===== config.mk =====
export PLATFORM = sky130hd
export DESIGN_NAME = pwmt_time_base
export DESIGN_NICKNAME = d
export VERILOG_FILES = /design/src/pwmt_pkg.sv /design/src/pwmt_time_base.sv
export SDC_FILE = /design/constraint.sdc
export NUM_CORES = 1
export LEC_CHECK = 0
export ABC_AREA = 1
export CORE_MARGIN = 1
export CORE_UTILIZATION = 50
export CTS_CLUSTER_DIAMETER = 30
export DETAILED_ROUTE_END_ITERATION = 7
export DONT_BUFFER_PORTS = 1
export PLACE_DENSITY_LB_ADDON = 0.2
export SYNTH_ARGS = -nofsm -noshare
export SYNTH_HDL_FRONTEND = slang
export SYNTH_SLANG_ARGS = --single-unit

===== constraint.sdc =====
create_clock -name i_clk_sys -period 15.25 [get_ports i_clk_sys]
set_clock_uncertainty 0.15 [all_clocks]
set_input_delay 1.525 -clock i_clk_sys [delete_from_list [all_inputs] [get_ports i_clk_sys]]
set_output_delay 1.525 -clock i_clk_sys [all_outputs]
set_load 0.05 [all_outputs]

===== src/pwmt_pkg.sv =====
`default_nettype none
package pwmt_pkg;
    // ==========================================
    // Widths
    localparam int unsigned ADDR_W   = 8;
    localparam int unsigned DATA_W   = 32;
    localparam int unsigned REG_W    = 16;
    localparam int unsigned PRESC_W  = 6;
    localparam int unsigned NUM_GEN  = 4;
    localparam int unsigned PS_W     = 4;

    // ==========================================
    // Register byte offsets
    localparam logic [ADDR_W-1:0] OFS_TBC    = 8'h00;
    localparam logic [ADDR_W-1:0] OFS_CLKDIV = 8'h04;
    localparam logic [ADDR_W-1:0] OFS_PERIOD = 8'h08;
    localparam logic [ADDR_W-1:0] OFS_SECMP  = 8'h0c;
    localparam logic [ADDR_W-1:0] OFS_TIMER  = 8'h10;
    localparam logic [ADDR_W-1:0] OFS_PHASE  = 8'h14;
    localparam logic [ADDR_W-1:0] OFS_GENCTL = 8'h18;

    // ==========================================
    // Reset values and masks
    localparam logic [REG_W-1:0]  TBC_RST        = 16'h0000;
    localparam logic [2:0]        CLKDIV_RST     = 3'h0;
    localparam logic [REG_W-1:0]  PERIOD_RST     = 16'hfff8;
    localparam logic [REG_W-1:0]  SECMP_RST      = 16'h0000;
    localparam logic [REG_W-1:0]  SECMP_MASK     = 16'hfff8;
    localparam logic [REG_W-1:0]  PHASE_RST      = 16'h0000;
    localparam logic [REG_W-1:0]  TBC_WR_MASK    = 16'hafbf;
    localparam logic [DATA_W-1:0] TBC_RSVD_MASK  = 32'hffff4040;
    localparam logic [DATA_W-1:0] CLKDIV_RSVD    = 32'hfffffff8;
    localparam int unsigned       TBC_PEND_BIT   = 12;
    localparam logic [2:0]        CLKDIV_MAX     = 3'h6;
    localparam logic [1:0]        SRC_IN1        = 2'h0;
    localparam logic [1:0]        SRC_IN2        = 2'h1;

    // ==========================================
    // Time base control layout, bit 15 down to bit 0
    typedef struct packed {
        logic       pwm_module_enable;
        logic       unused14;
        logic       idle_stop_select;
        logic       special_event_pending;
        logic       special_event_irq_enable;
        logic       immediate_period_update;
        logic       sync_polarity_invert;
        logic       sync_output_enable;
        logic       external_sync_enable;
        logic       unused6;
        logic [1:0] sync_source_select;
        logic [3:0] special_event_postscale;
    } pwmt_tbc_type;

    typedef struct packed {
        logic [NUM_GEN-1:0] high;
        logic [NUM_GEN-1:0] low;
    } pwmt_pins_type;

    typedef enum logic [1:0] {TB_OFF, TB_RUN, TB_HALT} pwmt_tb_state_type;
endpackage
`default_nettype wire


===== src/pwmt_time_base.sv =====
// Functional notes
// Whole module runs only while enable bit 15 is set.
// Idle-stop bit set halts the time base during processor idle.
// Pending flag bit 12 set and cleared by hardware; zero when none. The code clears it when software writes 1 to bit 12.
// Special event interrupt forwarded only while bit 11 enable is set.
// Bit 10 set loads period at once; else at cycle boundary.
// Bit 9 set makes sync inputs and sync output active-low.
// Sync output driven only while bit 8 is set.
// Bit 7 set restarts the time base on selected external sync.
// Sync source 00 picks input 1, 01 input 2; others reserved.
// Postscale N gives one trigger per N+1 compare matches.
// Clock divider codes 000..110 divide by 1..64; 111 reserved.
// Software changes settings only while the module is disabled.
// Software sets period slightly above expected external sync period.
// Unimplemented control and divider bits read as zero.
// Four generators drive eight pins in high/low pairs.
// Resolution is one count of the divided time base clock.
// Push-pull alternates pulses between pair pins each cycle.
// Variable-phase generators hold 50% duty with shifted phase.
// Software loads period only within 0x0010..0xfff8.
// Compare value uses bits 15..3; bits 2..0 read zero.
// Timer counts per divided clock, restarts at period, marks boundary.
// Each trigger sets pending and requests interrupt when enabled. The code sets pending only while bit 11 is set.
//
// The register addresses and the APB interface to the registers were decided locally.
`default_nettype none

// ==========================================
// One generator pair
module pwmt_gen (
    // Clock and reset
    input  wire logic                           i_clk_sys,
    input  wire logic                           i_reset_n,
    input  wire logic                           i_clk_en,
    // Time base
    input  wire logic                           i_run,
    input  wire logic [pwmt_pkg::REG_W-1:0]     i_timer,
    input  wire logic [pwmt_pkg::REG_W-1:0]     i_period,
    input  wire logic [pwmt_pkg::REG_W-1:0]     i_phase,
    input  wire logic                           i_push_pull,
    input  wire logic                           i_toggle,
    // Pins
    output logic                                o_high,
    output logic                                o_low
);
    import pwmt_pkg::*;
    logic              high_reg;
    logic              high_next;
    logic              low_reg;
    logic              low_next;
    logic [REG_W:0]    pos;
    logic              active;

    always_comb begin
        pos = {1'b0, i_timer} + {1'b0, i_phase};
        if (pos >= {1'b0, i_period}) begin
            pos = pos - {1'b0, i_period};
        end
        active = (pos[REG_W-1:0] < (i_period >> 1));
        high_next = 1'b0;
        low_next  = 1'b0;
        if (i_run) begin
            if (i_push_pull) begin
                high_next = active & i_toggle;
                low_next  = active & ~i_toggle;
            end else begin
                high_next = active;
                low_next  = ~active;
            end
        end
    end

    always_ff @(posedge i_clk_sys or negedge i_reset_n) begin
        if (!i_reset_n) begin
            high_reg <= 1'b0;
            low_reg  <= 1'b0;
        end else if (i_clk_en) begin
            high_reg <= high_next;
            low_reg  <= low_next;
        end
    end

    assign o_high = high_reg;
    assign o_low  = low_reg;
endmodule

// ==========================================
// Master time base with APB registers
module pwmt_time_base (
    // Clock, reset, enable
    input  wire logic                           i_clk_sys,
    input  wire logic                           i_reset_n,
    input  wire logic                           i_clk_en,
    // APB slave
    input  wire logic                           i_psel,
    input  wire logic                           i_penable,
    input  wire logic                           i_pwrite,
    input  wire logic [pwmt_pkg::ADDR_W-1:0]    i_paddr,
    input  wire logic [pwmt_pkg::DATA_W-1:0]    i_pwdata,
    output logic                                o_pready,
    output logic [pwmt_pkg::DATA_W-1:0]         o_prdata,
    output logic                                o_pslverr,
    // System
    input  wire logic                           i_cpu_idle,
    input  wire logic [1:0]                     i_sync_input,
    // Outputs
    output logic                                o_sync_output,
    output logic                                o_sync_output_oe,
    output logic                                o_special_event_trigger,
    output logic                                o_special_event_irq,
    output pwmt_pkg::pwmt_pins_type             o_pwm_pins
);
    import pwmt_pkg::*;

    // ==========================================
    // State
    pwmt_tbc_type        tbc_reg, tbc_next;
    logic [2:0]          clkdiv_reg, clkdiv_next;
    logic [REG_W-1:0]    shadow_reg, shadow_next;
    logic [REG_W-1:0]    active_reg, active_next;
    logic [REG_W-1:0]    secmp_reg, secmp_next;
    logic [REG_W-1:0]    phase_reg, phase_next;
    logic                pushpull_reg, pushpull_next;
    logic [REG_W-1:0]    timer_reg, timer_next;
    logic [PRESC_W-1:0]  presc_reg, presc_next;
    logic [PS_W-1:0]     ps_reg, ps_next;
    logic                toggle_reg, toggle_next;
    logic                trig_reg, trig_next;
    logic                sout_reg, sout_next;
    logic                soe_reg, soe_next;
    logic                pready_reg, pready_next;
    logic                pslverr_reg, pslverr_next;
    logic [DATA_W-1:0]   prdata_reg, prdata_next;
    pwmt_tb_state_type   state_reg, state_next;
    logic [1:0]          sync_meta_reg, sync_stable_reg;
    logic                sync_prev_reg, sync_prev_next;

    // ==========================================
    // Decode
    logic                wr_en, setup;
    logic [2:0]          eff_div;
    logic [PRESC_W-1:0]  div_mask;
    logic                tick, run, boundary, match, sync_act, sync_edge;

    assign setup    = i_psel & ~i_penable;
    assign wr_en    = i_psel & i_penable & pready_reg & i_pwrite;
    assign run      = (state_reg == TB_RUN);
    // Reserved divider code runs as the slowest setting rather than stopping
    assign eff_div  = (clkdiv_reg > CLKDIV_MAX) ? CLKDIV_MAX : clkdiv_reg;
    assign div_mask = PRESC_W'(({1'b0, {PRESC_W{1'b0}}} + 1'b1 << eff_div) - 1'b1);
    assign tick     = run && (presc_reg == div_mask);
    assign boundary = tick && (timer_reg >= active_reg);
    assign match    = tick && (timer_reg == (secmp_reg & SECMP_MASK));

    // Only the stable stage is read; the first stage feeds nothing else
    always_comb begin
        case (tbc_reg.sync_source_select)
            SRC_IN1: sync_act = sync_stable_reg[0];
            SRC_IN2: sync_act = sync_stable_reg[1];
            default: sync_act = tbc_reg.sync_polarity_invert;
        endcase
        sync_act = sync_act ^ tbc_reg.sync_polarity_invert;
    end
    assign sync_edge = run && tbc_reg.external_sync_enable && sync_act && ~sync_prev_reg;

    // ==========================================
    // Next state
    always_comb begin
        tbc_next       = tbc_reg;
        clkdiv_next    = clkdiv_reg;
        shadow_next    = shadow_reg;
        secmp_next     = secmp_reg;
        phase_next     = phase_reg;
        pushpull_next  = pushpull_reg;
        sync_prev_next = sync_act;

        if (wr_en) begin
            case (i_paddr)
                OFS_TBC: begin
                    tbc_next = pwmt_tbc_type'((i_pwdata[REG_W-1:0] & TBC_WR_MASK)
                                   | (REG_W'(tbc_reg) & ~TBC_WR_MASK));
                end
                OFS_CLKDIV: clkdiv_next  = i_pwdata[2:0];
                OFS_PERIOD: shadow_next  = i_pwdata[REG_W-1:0];
                OFS_SECMP:  secmp_next   = i_pwdata[REG_W-1:0] & SECMP_MASK;
                OFS_PHASE:  phase_next   = i_pwdata[REG_W-1:0];
                OFS_GENCTL: pushpull_next = i_pwdata[0];
                default: ;
            endcase
        end

        // Time base states
        if (!tbc_reg.pwm_module_enable) begin
            state_next = TB_OFF;
        end else if (i_cpu_idle && tbc_reg.idle_stop_select) begin
            state_next = TB_HALT;
        end else begin
            state_next = TB_RUN;
        end

        presc_next  = presc_reg;
        timer_next  = timer_reg;
        ps_next     = ps_reg;
        toggle_next = toggle_reg;
        trig_next   = 1'b0;
        case (state_reg)
            TB_OFF: begin
                presc_next  = '0;
                timer_next  = '0;
                ps_next     = '0;
                toggle_next = 1'b0;
            end
            TB_RUN: begin
                presc_next = tick ? '0 : PRESC_W'(presc_reg + 1'b1);
                if (sync_edge) begin
                    timer_next  = '0;
                    presc_next  = '0;
                    toggle_next = ~toggle_reg;
                end else if (boundary) begin
                    timer_next  = '0;
                    toggle_next = ~toggle_reg;
                end else if (tick) begin
                    timer_next = REG_W'(timer_reg + 1'b1);
                end
                if (match) begin
                    if (ps_reg >= tbc_reg.special_event_postscale) begin
                        ps_next   = '0;
                        trig_next = 1'b1;
                    end else begin
                        ps_next = PS_W'(ps_reg + 1'b1);
                    end
                end
            end
            TB_HALT: ;
            default: state_next = TB_OFF;
        endcase

        // Period load
        if (tbc_reg.immediate_period_update || boundary || sync_edge) begin
            active_next = shadow_reg;
        end else begin
            active_next = active_reg;
        end

        // Pending flag: a trigger in the clearing cycle wins
        tbc_next.special_event_pending = tbc_next.special_event_irq_enable
            & (trig_next | (tbc_reg.special_event_pending
            & ~(wr_en && (i_paddr == OFS_TBC) && i_pwdata[TBC_PEND_BIT])));

        // Sync output pulse at each boundary
        soe_next  = tbc_reg.sync_output_enable;
        sout_next = tbc_reg.sync_polarity_invert
                    ^ (tbc_reg.sync_output_enable & (boundary | sync_edge));

        // APB answer: data prepared in setup, ready in the access cycle
        pready_next  = setup;
        pslverr_next = 1'b0;
        prdata_next  = '0;
        if (setup) begin
            case (i_paddr)
                OFS_TBC:    prdata_next = DATA_W'(tbc_reg) & ~TBC_RSVD_MASK;
                OFS_CLKDIV: prdata_next = DATA_W'(clkdiv_reg) & ~CLKDIV_RSVD;
                OFS_PERIOD: prdata_next = DATA_W'(shadow_reg);
                OFS_SECMP:  prdata_next = DATA_W'(secmp_reg & SECMP_MASK);
                OFS_TIMER:  prdata_next = DATA_W'(timer_reg);
                OFS_PHASE:  prdata_next = DATA_W'(phase_reg);
                OFS_GENCTL: prdata_next = DATA_W'(pushpull_reg);
                default:    pslverr_next = 1'b1;
            endcase
        end
    end

    // ==========================================
    // Registers
    always_ff @(posedge i_clk_sys or negedge i_reset_n) begin
        if (!i_reset_n) begin
            tbc_reg       <= pwmt_tbc_type'(TBC_RST);
            clkdiv_reg    <= CLKDIV_RST;
            shadow_reg    <= PERIOD_RST;
            active_reg    <= PERIOD_RST;
            secmp_reg     <= SECMP_RST;
            phase_reg     <= PHASE_RST;
            pushpull_reg  <= 1'b0;
            timer_reg     <= '0;
            presc_reg     <= '0;
            ps_reg        <= '0;
            toggle_reg    <= 1'b0;
            trig_reg      <= 1'b0;
            sout_reg      <= 1'b0;
            soe_reg       <= 1'b0;
            pready_reg    <= 1'b0;
            pslverr_reg   <= 1'b0;
            prdata_reg    <= '0;
            state_reg     <= TB_OFF;
            sync_prev_reg <= 1'b0;
        end else if (i_clk_en) begin
            tbc_reg       <= tbc_next;
            clkdiv_reg    <= clkdiv_next;
            shadow_reg    <= shadow_next;
            active_reg    <= active_next;
            secmp_reg     <= secmp_next;
            phase_reg     <= phase_next;
            pushpull_reg  <= pushpull_next;
            timer_reg     <= timer_next;
            presc_reg     <= presc_next;
            ps_reg        <= ps_next;
            toggle_reg    <= toggle_next;
            trig_reg      <= trig_next;
            sout_reg      <= sout_next;
            soe_reg       <= soe_next;
            pready_reg    <= pready_next;
            pslverr_reg   <= pslverr_next;
            prdata_reg    <= prdata_next;
            state_reg     <= state_next;
            sync_prev_reg <= sync_prev_next;
        end
    end

    // Pin synchroniser
    always_ff @(posedge i_clk_sys or negedge i_reset_n) begin
        if (!i_reset_n) begin
            sync_meta_reg   <= '0;
            sync_stable_reg <= '0;
        end else if (i_clk_en) begin
            sync_meta_reg   <= i_sync_input;
            sync_stable_reg <= sync_meta_reg;
        end
    end

    // ==========================================
    // Generators, phase steps of one phase register each
    logic [NUM_GEN-1:0] gen_high, gen_low;
    for (genvar g = 0; g < NUM_GEN; g++) begin : g_gen
        pwmt_gen pwmt_gen_i (
            .i_clk_sys   (i_clk_sys),
            .i_reset_n   (i_reset_n),
            .i_clk_en    (i_clk_en),
            .i_run       (run),
            .i_timer     (timer_reg),
            .i_period    (active_reg),
            .i_phase     (REG_W'(phase_reg * g)),
            .i_push_pull (pushpull_reg),
            .i_toggle    (toggle_reg),
            .o_high      (gen_high[g]),
            .o_low       (gen_low[g])
        );
    end

    assign o_pwm_pins              = '{high: gen_high, low: gen_low};
    assign o_pready                = pready_reg;
    assign o_prdata                = prdata_reg;
    assign o_pslverr               = pslverr_reg;
    assign o_sync_output           = sout_reg;
    assign o_sync_output_oe        = soe_reg;
    assign o_special_event_trigger = trig_reg;
    assign o_special_event_irq     = tbc_reg.special_event_pending;
endmodule
`default_nettype wire


==> impl_results.md, run 1 <==
* Clk_lat worst skew at 0.43 ns
* Initial antenna violation count at 0
* Worst path depth at 33
* CP delay by family, top: compound AO/OA/AOI/OAI gates
* Largest net degree at the start of global routing at 143
* Critical Path Start Type: flip-flop
* Number of diodes at 0
* Inst Count DP at 2,289
* Fin crit share at 0.457
* Cell Rows at 61
* Via density at 5.64
* Number of synthesized flops with an enable pin at 0
* Core area at 27,900 um^2
* CP Class: flip-flop to flip-flop
* Num CTS Buffers at 17
* Max Freq at 144 MHz
* Crit path capture type: flip-flop
* Synthesis-stage register bit count at 142
* Hold Path Class: flip-flop to flip-flop
* CTS sink count at 142
* Vias at 13,100
* Data arrival time of the critical path at 7.14 ns
* H-Tree Depth at 4
* Max-Slew Margin vs Limit at 0.296
* Max incr delay on CP at 0.55 ns
* Tot GR Track Use at 0.291
* Crit path max-delay cell type: dfrtp_1
* Cells after Synth at 1,955
* Worst Max-Slew Pin Slew at 1.05 ns
* Clock Path Buffers at 2
* First-pass GRT wire length at 64,600 um
* Setup bufs post-CTS at 0
* Count of final setup violators at 0
* XOR/XNOR share of the synthesized area at 0.0769
* WL/cell at 18.0 um
* Worst r2r path cells at 33
* Nets at 2,175
* PwrDens at 57.6 nW/um^2
* Worst-path clk slew at 0.07 ns
* DRT Pass-1 Iters at 5
* Synthesis-to-finish area growth at 5.25%
* Hold depth at 2
* Async set-or-reset flop fraction in the synthesized netlist at 1.00
* Synth Area in Simple Gates at 0.237
* Adder-cell area share of the yosys netlist at 0.177
* Area fraction in compound gates after synthesis at 0.174
* Pint at 629 uW
* Port bufs at 0
* Cell Area, Synth at 14,200 um^2
* CTS tree: yes
* I/O pin cnt at 95
* Hold Buf Count CTS at 0
* Clk network pwr share at 0.478
* Largest family of logic cells by synthesized area: simple AND/OR/NAND/NOR gates
* Worst Setup Slack, final at 8.29 ns
* Cell variety after synth at 64
* Hpwl dp at 31,800 um
* CTS resizes at 0
* Share of cells above drive strength 1 at 0.0607
* Sum of buffers and inverters on the critical path at 2
* CP max FO at 25
* Vias in the first global route at 12,100
* Global route overflow at 0
* CP required at 15.42 ns
* Peak VDD IR at 0.000107 V
* Sw Ratio at 0.269
* Yosys warns at 0
* Sequential share of power at 0.446
* Setup TNS at 0 ns
* Final Max Slew Viols at 0
* Leak pwr at 7.66 nW
* DRC errors left at 0
* Mean post-synth cell area at 7.27 um^2
* Post-Layout Cell Count at 2,321
* RSZ-0062 raised after global routing: false
* Final worst path period need at 6.96 ns
* Root buffer cell: clkbuf_16
* Multiplexer share of the synthesized area at 0
* Final ANT Viol Nets at 0
* Switching pwr at 232 uW
* Fin. Hold Viols at 0
* Die ar. at 29,100 um^2
* # Max-Cap Violations at 0
* Dominant register cell in the synthesized netlist: dfrtp_1
* Starting Density at 0.510
* Routed WL at 41,800 um
* Part of the Yosys area used for sequential elements at 0.252
* 1st-iter DRT viols at 926
* Worst slack at placement at 8.38 ns
* RePlAce Congestion at 0.946
* Status: completed
* Die H at 171 um
* Die Wd at 171 um
* Power share of the combinational group at 0.076
[layout make-up]
class	count	area [um^2]
clock buffer	17	425
clock inverter	15	155
fill	2721	12900
inverter	211	793
multi-input combinational	1555	9510
sequential	142	3590
tap	378	473
timing repair buffer	3	22.5
[cells in the final DEF, fill, tap and decap left out, types with 6 or more instances in the layout]
master / netlist / layout
o22ai_1: 19 / 19
dfrtp_1: 116 / 116
o211ai_1: 6 / 6
ha_1: 188 / 188
nand2_2: 13 / 13
fa_1: 8 / 8
a221oi_1: 10 / 10
a211oi_1: 12 / 12
inv_6: 0 / 6
nand2_1: 475 / 475
conb_1: 1 / 16
a31oi_1: 8 / 8
xnor2_1: 56 / 56
o21ai_0: 169 / 169
inv_1: 207 / 207
nor3_1: 15 / 15
o21ai_1: 33 / 33
nand3_1: 98 / 98
nand3b_1: 6 / 6
a21oi_2: 7 / 7
nand4_1: 22 / 22
a21o_1: 11 / 11
nor2_1: 121 / 121
dfstp_2: 26 / 26
clkbuf_16: 0 / 17
a21oi_1: 131 / 131
nor4_1: 6 / 6
xor2_1: 67 / 67
[power by group through the flow]
stage                     Combinational (mW)  Clock (mW)  Sequential [mW]
final                                 0.0653       0.412            0.384
after global routing                  0.0731       0.429            0.384
after CTS                             0.0651       0.414            0.384
after detailed placement              0.0648           0            0.391
after global placement                0.0637           0            0.391
after floorplan                       0.0545           0            0.390
[path summary, 6_finish.rpt]
path                                   from                    endpoint  slack, ns
setup / recovery               phase_reg[1]   g_gen[3].pwmt_gen_i.o_low       8.29
max in group asynchronous         i_reset_n               active_reg[4]      14.01
min in group asynchronous         i_reset_n  g_gen[1].pwmt_gen_i.o_high       0.64
setup reg to reg               phase_reg[1]   g_gen[3].pwmt_gen_i.o_low       8.29
hold reg to reg            sync_meta_reg[1]            sync_meta_reg[1]       0.32
hold / removal             sync_meta_reg[1]            sync_meta_reg[1]       0.32
[routing by layer]
layer	up-vias	GRT usage	share of wire
met1	6106	0.388	0.46
li1	6535	-	-
met2	381	0.470	0.45
met5	-	0	0
met3	64	0.0479	0.059
met4	0	0.112	0.037
[cells in the mapped netlist (24+ instances only)]
master | number | area share
nand2_1 | 475 | 0.13
inv_1 | 207 | 0.055
ha_1 | 188 | 0.17
o21ai_0 | 169 | 0.059
a21oi_1 | 131 | 0.046
nor2_1 | 121 | 0.032
dfrtp_1 | 116 | 0.20
nand3_1 | 98 | 0.034
xor2_1 | 67 | 0.041
xnor2_1 | 56 | 0.034
o21ai_1 | 33 | 0.012
dfstp_2 | 26 | 0.048
buf_4 | 24 | 0.013
clkbuf_1 | 24 | 0.0063
[worst register-to-register path, delay by kind of cell, from the launching register on]
| family | cells | cell delay [ns] |
|---|---|---|
| compound gates | 13 | 2.43 |
| fa+ha+maj | 5 | 1.58 |
| simple gates | 11 | 1.41 |
| flops | 1 | 0.55 |
| xor+xnor | 2 | 0.39 |
| buf+inv | 2 | 0.35 |
[logic make-up (layout without fill, tap and decap cells)]
family	after synthesis	in the layout
AND/OR/NAND/NOR	784	784
adder cells (fa/ha/maj)	196	196
flip-flops	142	142
buffers and inverters	273	246
other	1	16
AO/OA/AOI/OAI	435	435
XOR/XNOR	124	124
[stage by stage]
stage	instance area, um^2	hold WS (ns)	power, mW	util
after floorplan	14300	0.292	0.445	-
after global placement	14400	0.306	0.454	0.516
after detailed placement	14400	0.310	0.456	0.516
after CTS	15000	0.324	0.863	0.537
after global routing	15000	0.332	0.886	0.537
final	15000	0.322	0.861	0.537
Power figures use the tool's default switching activity.
==> run 2, diff against run 1 <==
==> constraint.sdc (replaced) <==
create_clock -name i_clk_sys -period 6.45 [get_ports i_clk_sys]
set_clock_uncertainty 0.15 [all_clocks]
set_input_delay 0.645 -clock i_clk_sys [delete_from_list [all_inputs] [get_ports i_clk_sys]]
set_output_delay 0.645 -clock i_clk_sys [all_outputs]
set_load 0.05 [all_outputs]
==> run 2 against run 1 <==
Against the previous run: worst hold slack worse by 0.30 ns; setup slack worse by 8.0 ns; critical path depth is 1 higher; first-iteration DRC count is 9.8% higher; largest cell class unchanged; highest routed layer unchanged.
==> impl_results.md, run 2 (synthesis gave the netlist of run 1 again) <==
* Util after Layout at 0.548
* Die ar. at 29,100 um^2
* Critical Path Start Type: flip-flop
* Cell Rows at 61
* RePlAce Congestion at 0.940
* Most frequent CP cell: nand3_1
* PwrDens at 135 nW/um^2
* FF-to-FF End: g_gen[3].pwmt_gen_i.o_low
* I/O pin cnt at 95
* Max incr delay on CP at 0.40 ns
* Global route overflow at 0
* GR Util met1 at 0.409
* Routed WL at 42,800 um
* Hold WS at 0.0176 ns
* DRT Pass-1 Iters at 6
* Max-Slew Margin vs Limit at 0.297
* # Max-Cap Violations at 0
* Num CTS Buffers at 17
* 1st-iter DRT viols at 1,017
* Port bufs at 0
* CP max FO at 6
* Worst Max-Slew Pin Slew at 1.05 ns
* Commonest non-fill, non-tap cell in the layout: nand2_1
* Worst r2r src: phase_reg[1]
* Die H at 171 um
* Tot GR Track Use at 0.298
* Worst slack at placement at 0.114 ns
* Worst-path clk slew at 0.06 ns
* Worst Setup Slack, final at 0.304 ns
* Worst r2r path cells at 34
* WL/cell at 18.2 um
* Most frequent cells in the layout: 474 x nand2_1, 207 x inv_1, 186 x ha_1
* Core area at 27,900 um^2
* Status: completed
* Fin crit share at 0.953
* Data arrival time of the critical path at 6.32 ns
* Final ANT Viol Nets at 0
* Root buffer cell: clkbuf_16
* Initial antenna violation count at 0
* H-Tree Depth at 4
* CP Class: flip-flop to flip-flop
* Largest net degree at the start of global routing at 143
* Post-Layout Cell Count at 2,349
* Starting Density at 0.510
* Hpwl dp at 32,800 um
* Post-route design area at 15,300 um^2
* Final Max Slew Viols at 0
* Crit path capture type: flip-flop
* Count of final setup violators at 0
* First-pass GRT wire length at 65,700 um
* CTS sink count at 142
* DRC errors left at 0
* Fin. Hold Viols at 0
* Final worst path period need at 6.15 ns
* Nets at 2,203
* Number of fill cells at 2,698
* Via density at 5.60
* Register area at 3590 um^2
* Crit path max-delay cell type: dfrtp_1
* Vias in the first global route at 12,000
* Leak pwr at 7.86 nW
* CTS tree: yes
* Met3 usage at 0.0407
* CP required at 6.62 ns
* Die Wd at 171 um
* Reg-to-reg slack, setup at 0.30 ns
* Dpl cell area at 14,500 um^2
* Clk_lat worst skew at 0.43 ns
* Number of diodes at 0
* Clock Path Buffers at 2
* Peak VDD IR at 0.000202 V
* Max Freq at 163 MHz
* Footprint of the multi-input gates at 9590 um^2
* Met2 GRT Util at 0.462
* Synthesis-to-finish area growth at 7.45%
* Inst Count DP at 2,307
* Share of cells above drive strength 1 at 0.0812
* GR peak layer: met2
* Vias at 13,200
* Hold Path Class: input port to asynchronous set/reset pin
==> run 2: changes by cell type in the layout (fill, tap and decap cells not counted), sizes merged <==
cell and change:
buf +27, clkinv +2, clkinvlp -1
==> run 2: worst max path at each step <==
stage	startpoint	to	slack, ns
after floorplan	phase_reg[1]	g_gen[3].pwmt_gen_i.o_low	0.56
after global placement	phase_reg[1]	g_gen[3].pwmt_gen_i.o_low	0.18
after detailed placement	phase_reg[1]	g_gen[3].pwmt_gen_i.o_low	0.11
after CTS	phase_reg[2]	g_gen[3].pwmt_gen_i.o_low	0.07
after global routing	phase_reg[1]	g_gen[3].pwmt_gen_i.o_low	-0.03
final	phase_reg[1]	g_gen[3].pwmt_gen_i.o_low	0.30
==> run 2: metal layers <==
layer  part of all wire  routed length, um  vias up
li1                   -                  -     6588
met1               0.45              19300     6057
met2               0.44              18700      436
met3              0.068               2930       74
met4              0.044               1880        0
met5                  0                  0        -
==> run 2: area by class of cell <==
class                           instances  area share
Clock buffer                           17      0.0278
Clock inverter                         15     0.00991
Inverter                              211      0.0523
Multi-Input combinational cell       1555       0.628
Sequential cell                       142       0.235
Tap cell                              378      0.0310
Timing Repair Buffer                   30      0.0163
Timing Repair inverter                  1    0.000328
==> run 2: critical path, delay by kind of cell, from the launching register on <==
kind,cells,cell delay [ns]
AO/OA/AOI/OAI,12,2.05
flip-flops,1,0.40
adder cells (fa/ha/maj),5,1.43
buffers and inverters,3,0.34
AND/OR/NAND/NOR,12,1.40
XOR/XNOR,2,0.28
==> run 2: what timing repair did <==
item                       4_1_cts  5_1_grt
buffers inserted                 0        8
hold buffers                     1        0
resized for setup                0       24
hold endpoints to repair       142        0
setup endpoints to repair        0        2
==> run 2: report_power, final <==
group	total, mW	leakage (nW)	internal, mW	switching [mW]
logic	0.180	5.70	0.0507	0.129
registers	0.908	1.88	0.899	0.00869
clock network	0.978	0.285	0.544	0.434
total	2.07	7.86	1.49	0.571
==> run 2: metrics by stage <==
step / total power [mW] / TNS (ns)
2_1_floorplan: 1.05 / 0
3_3_place_gp: 1.08 / 0
3_5_place_dp: 1.08 / 0
4_1_cts: 2.06 / 0
5_1_grt: 2.12 / -0.0311
6_report: 2.07 / 0
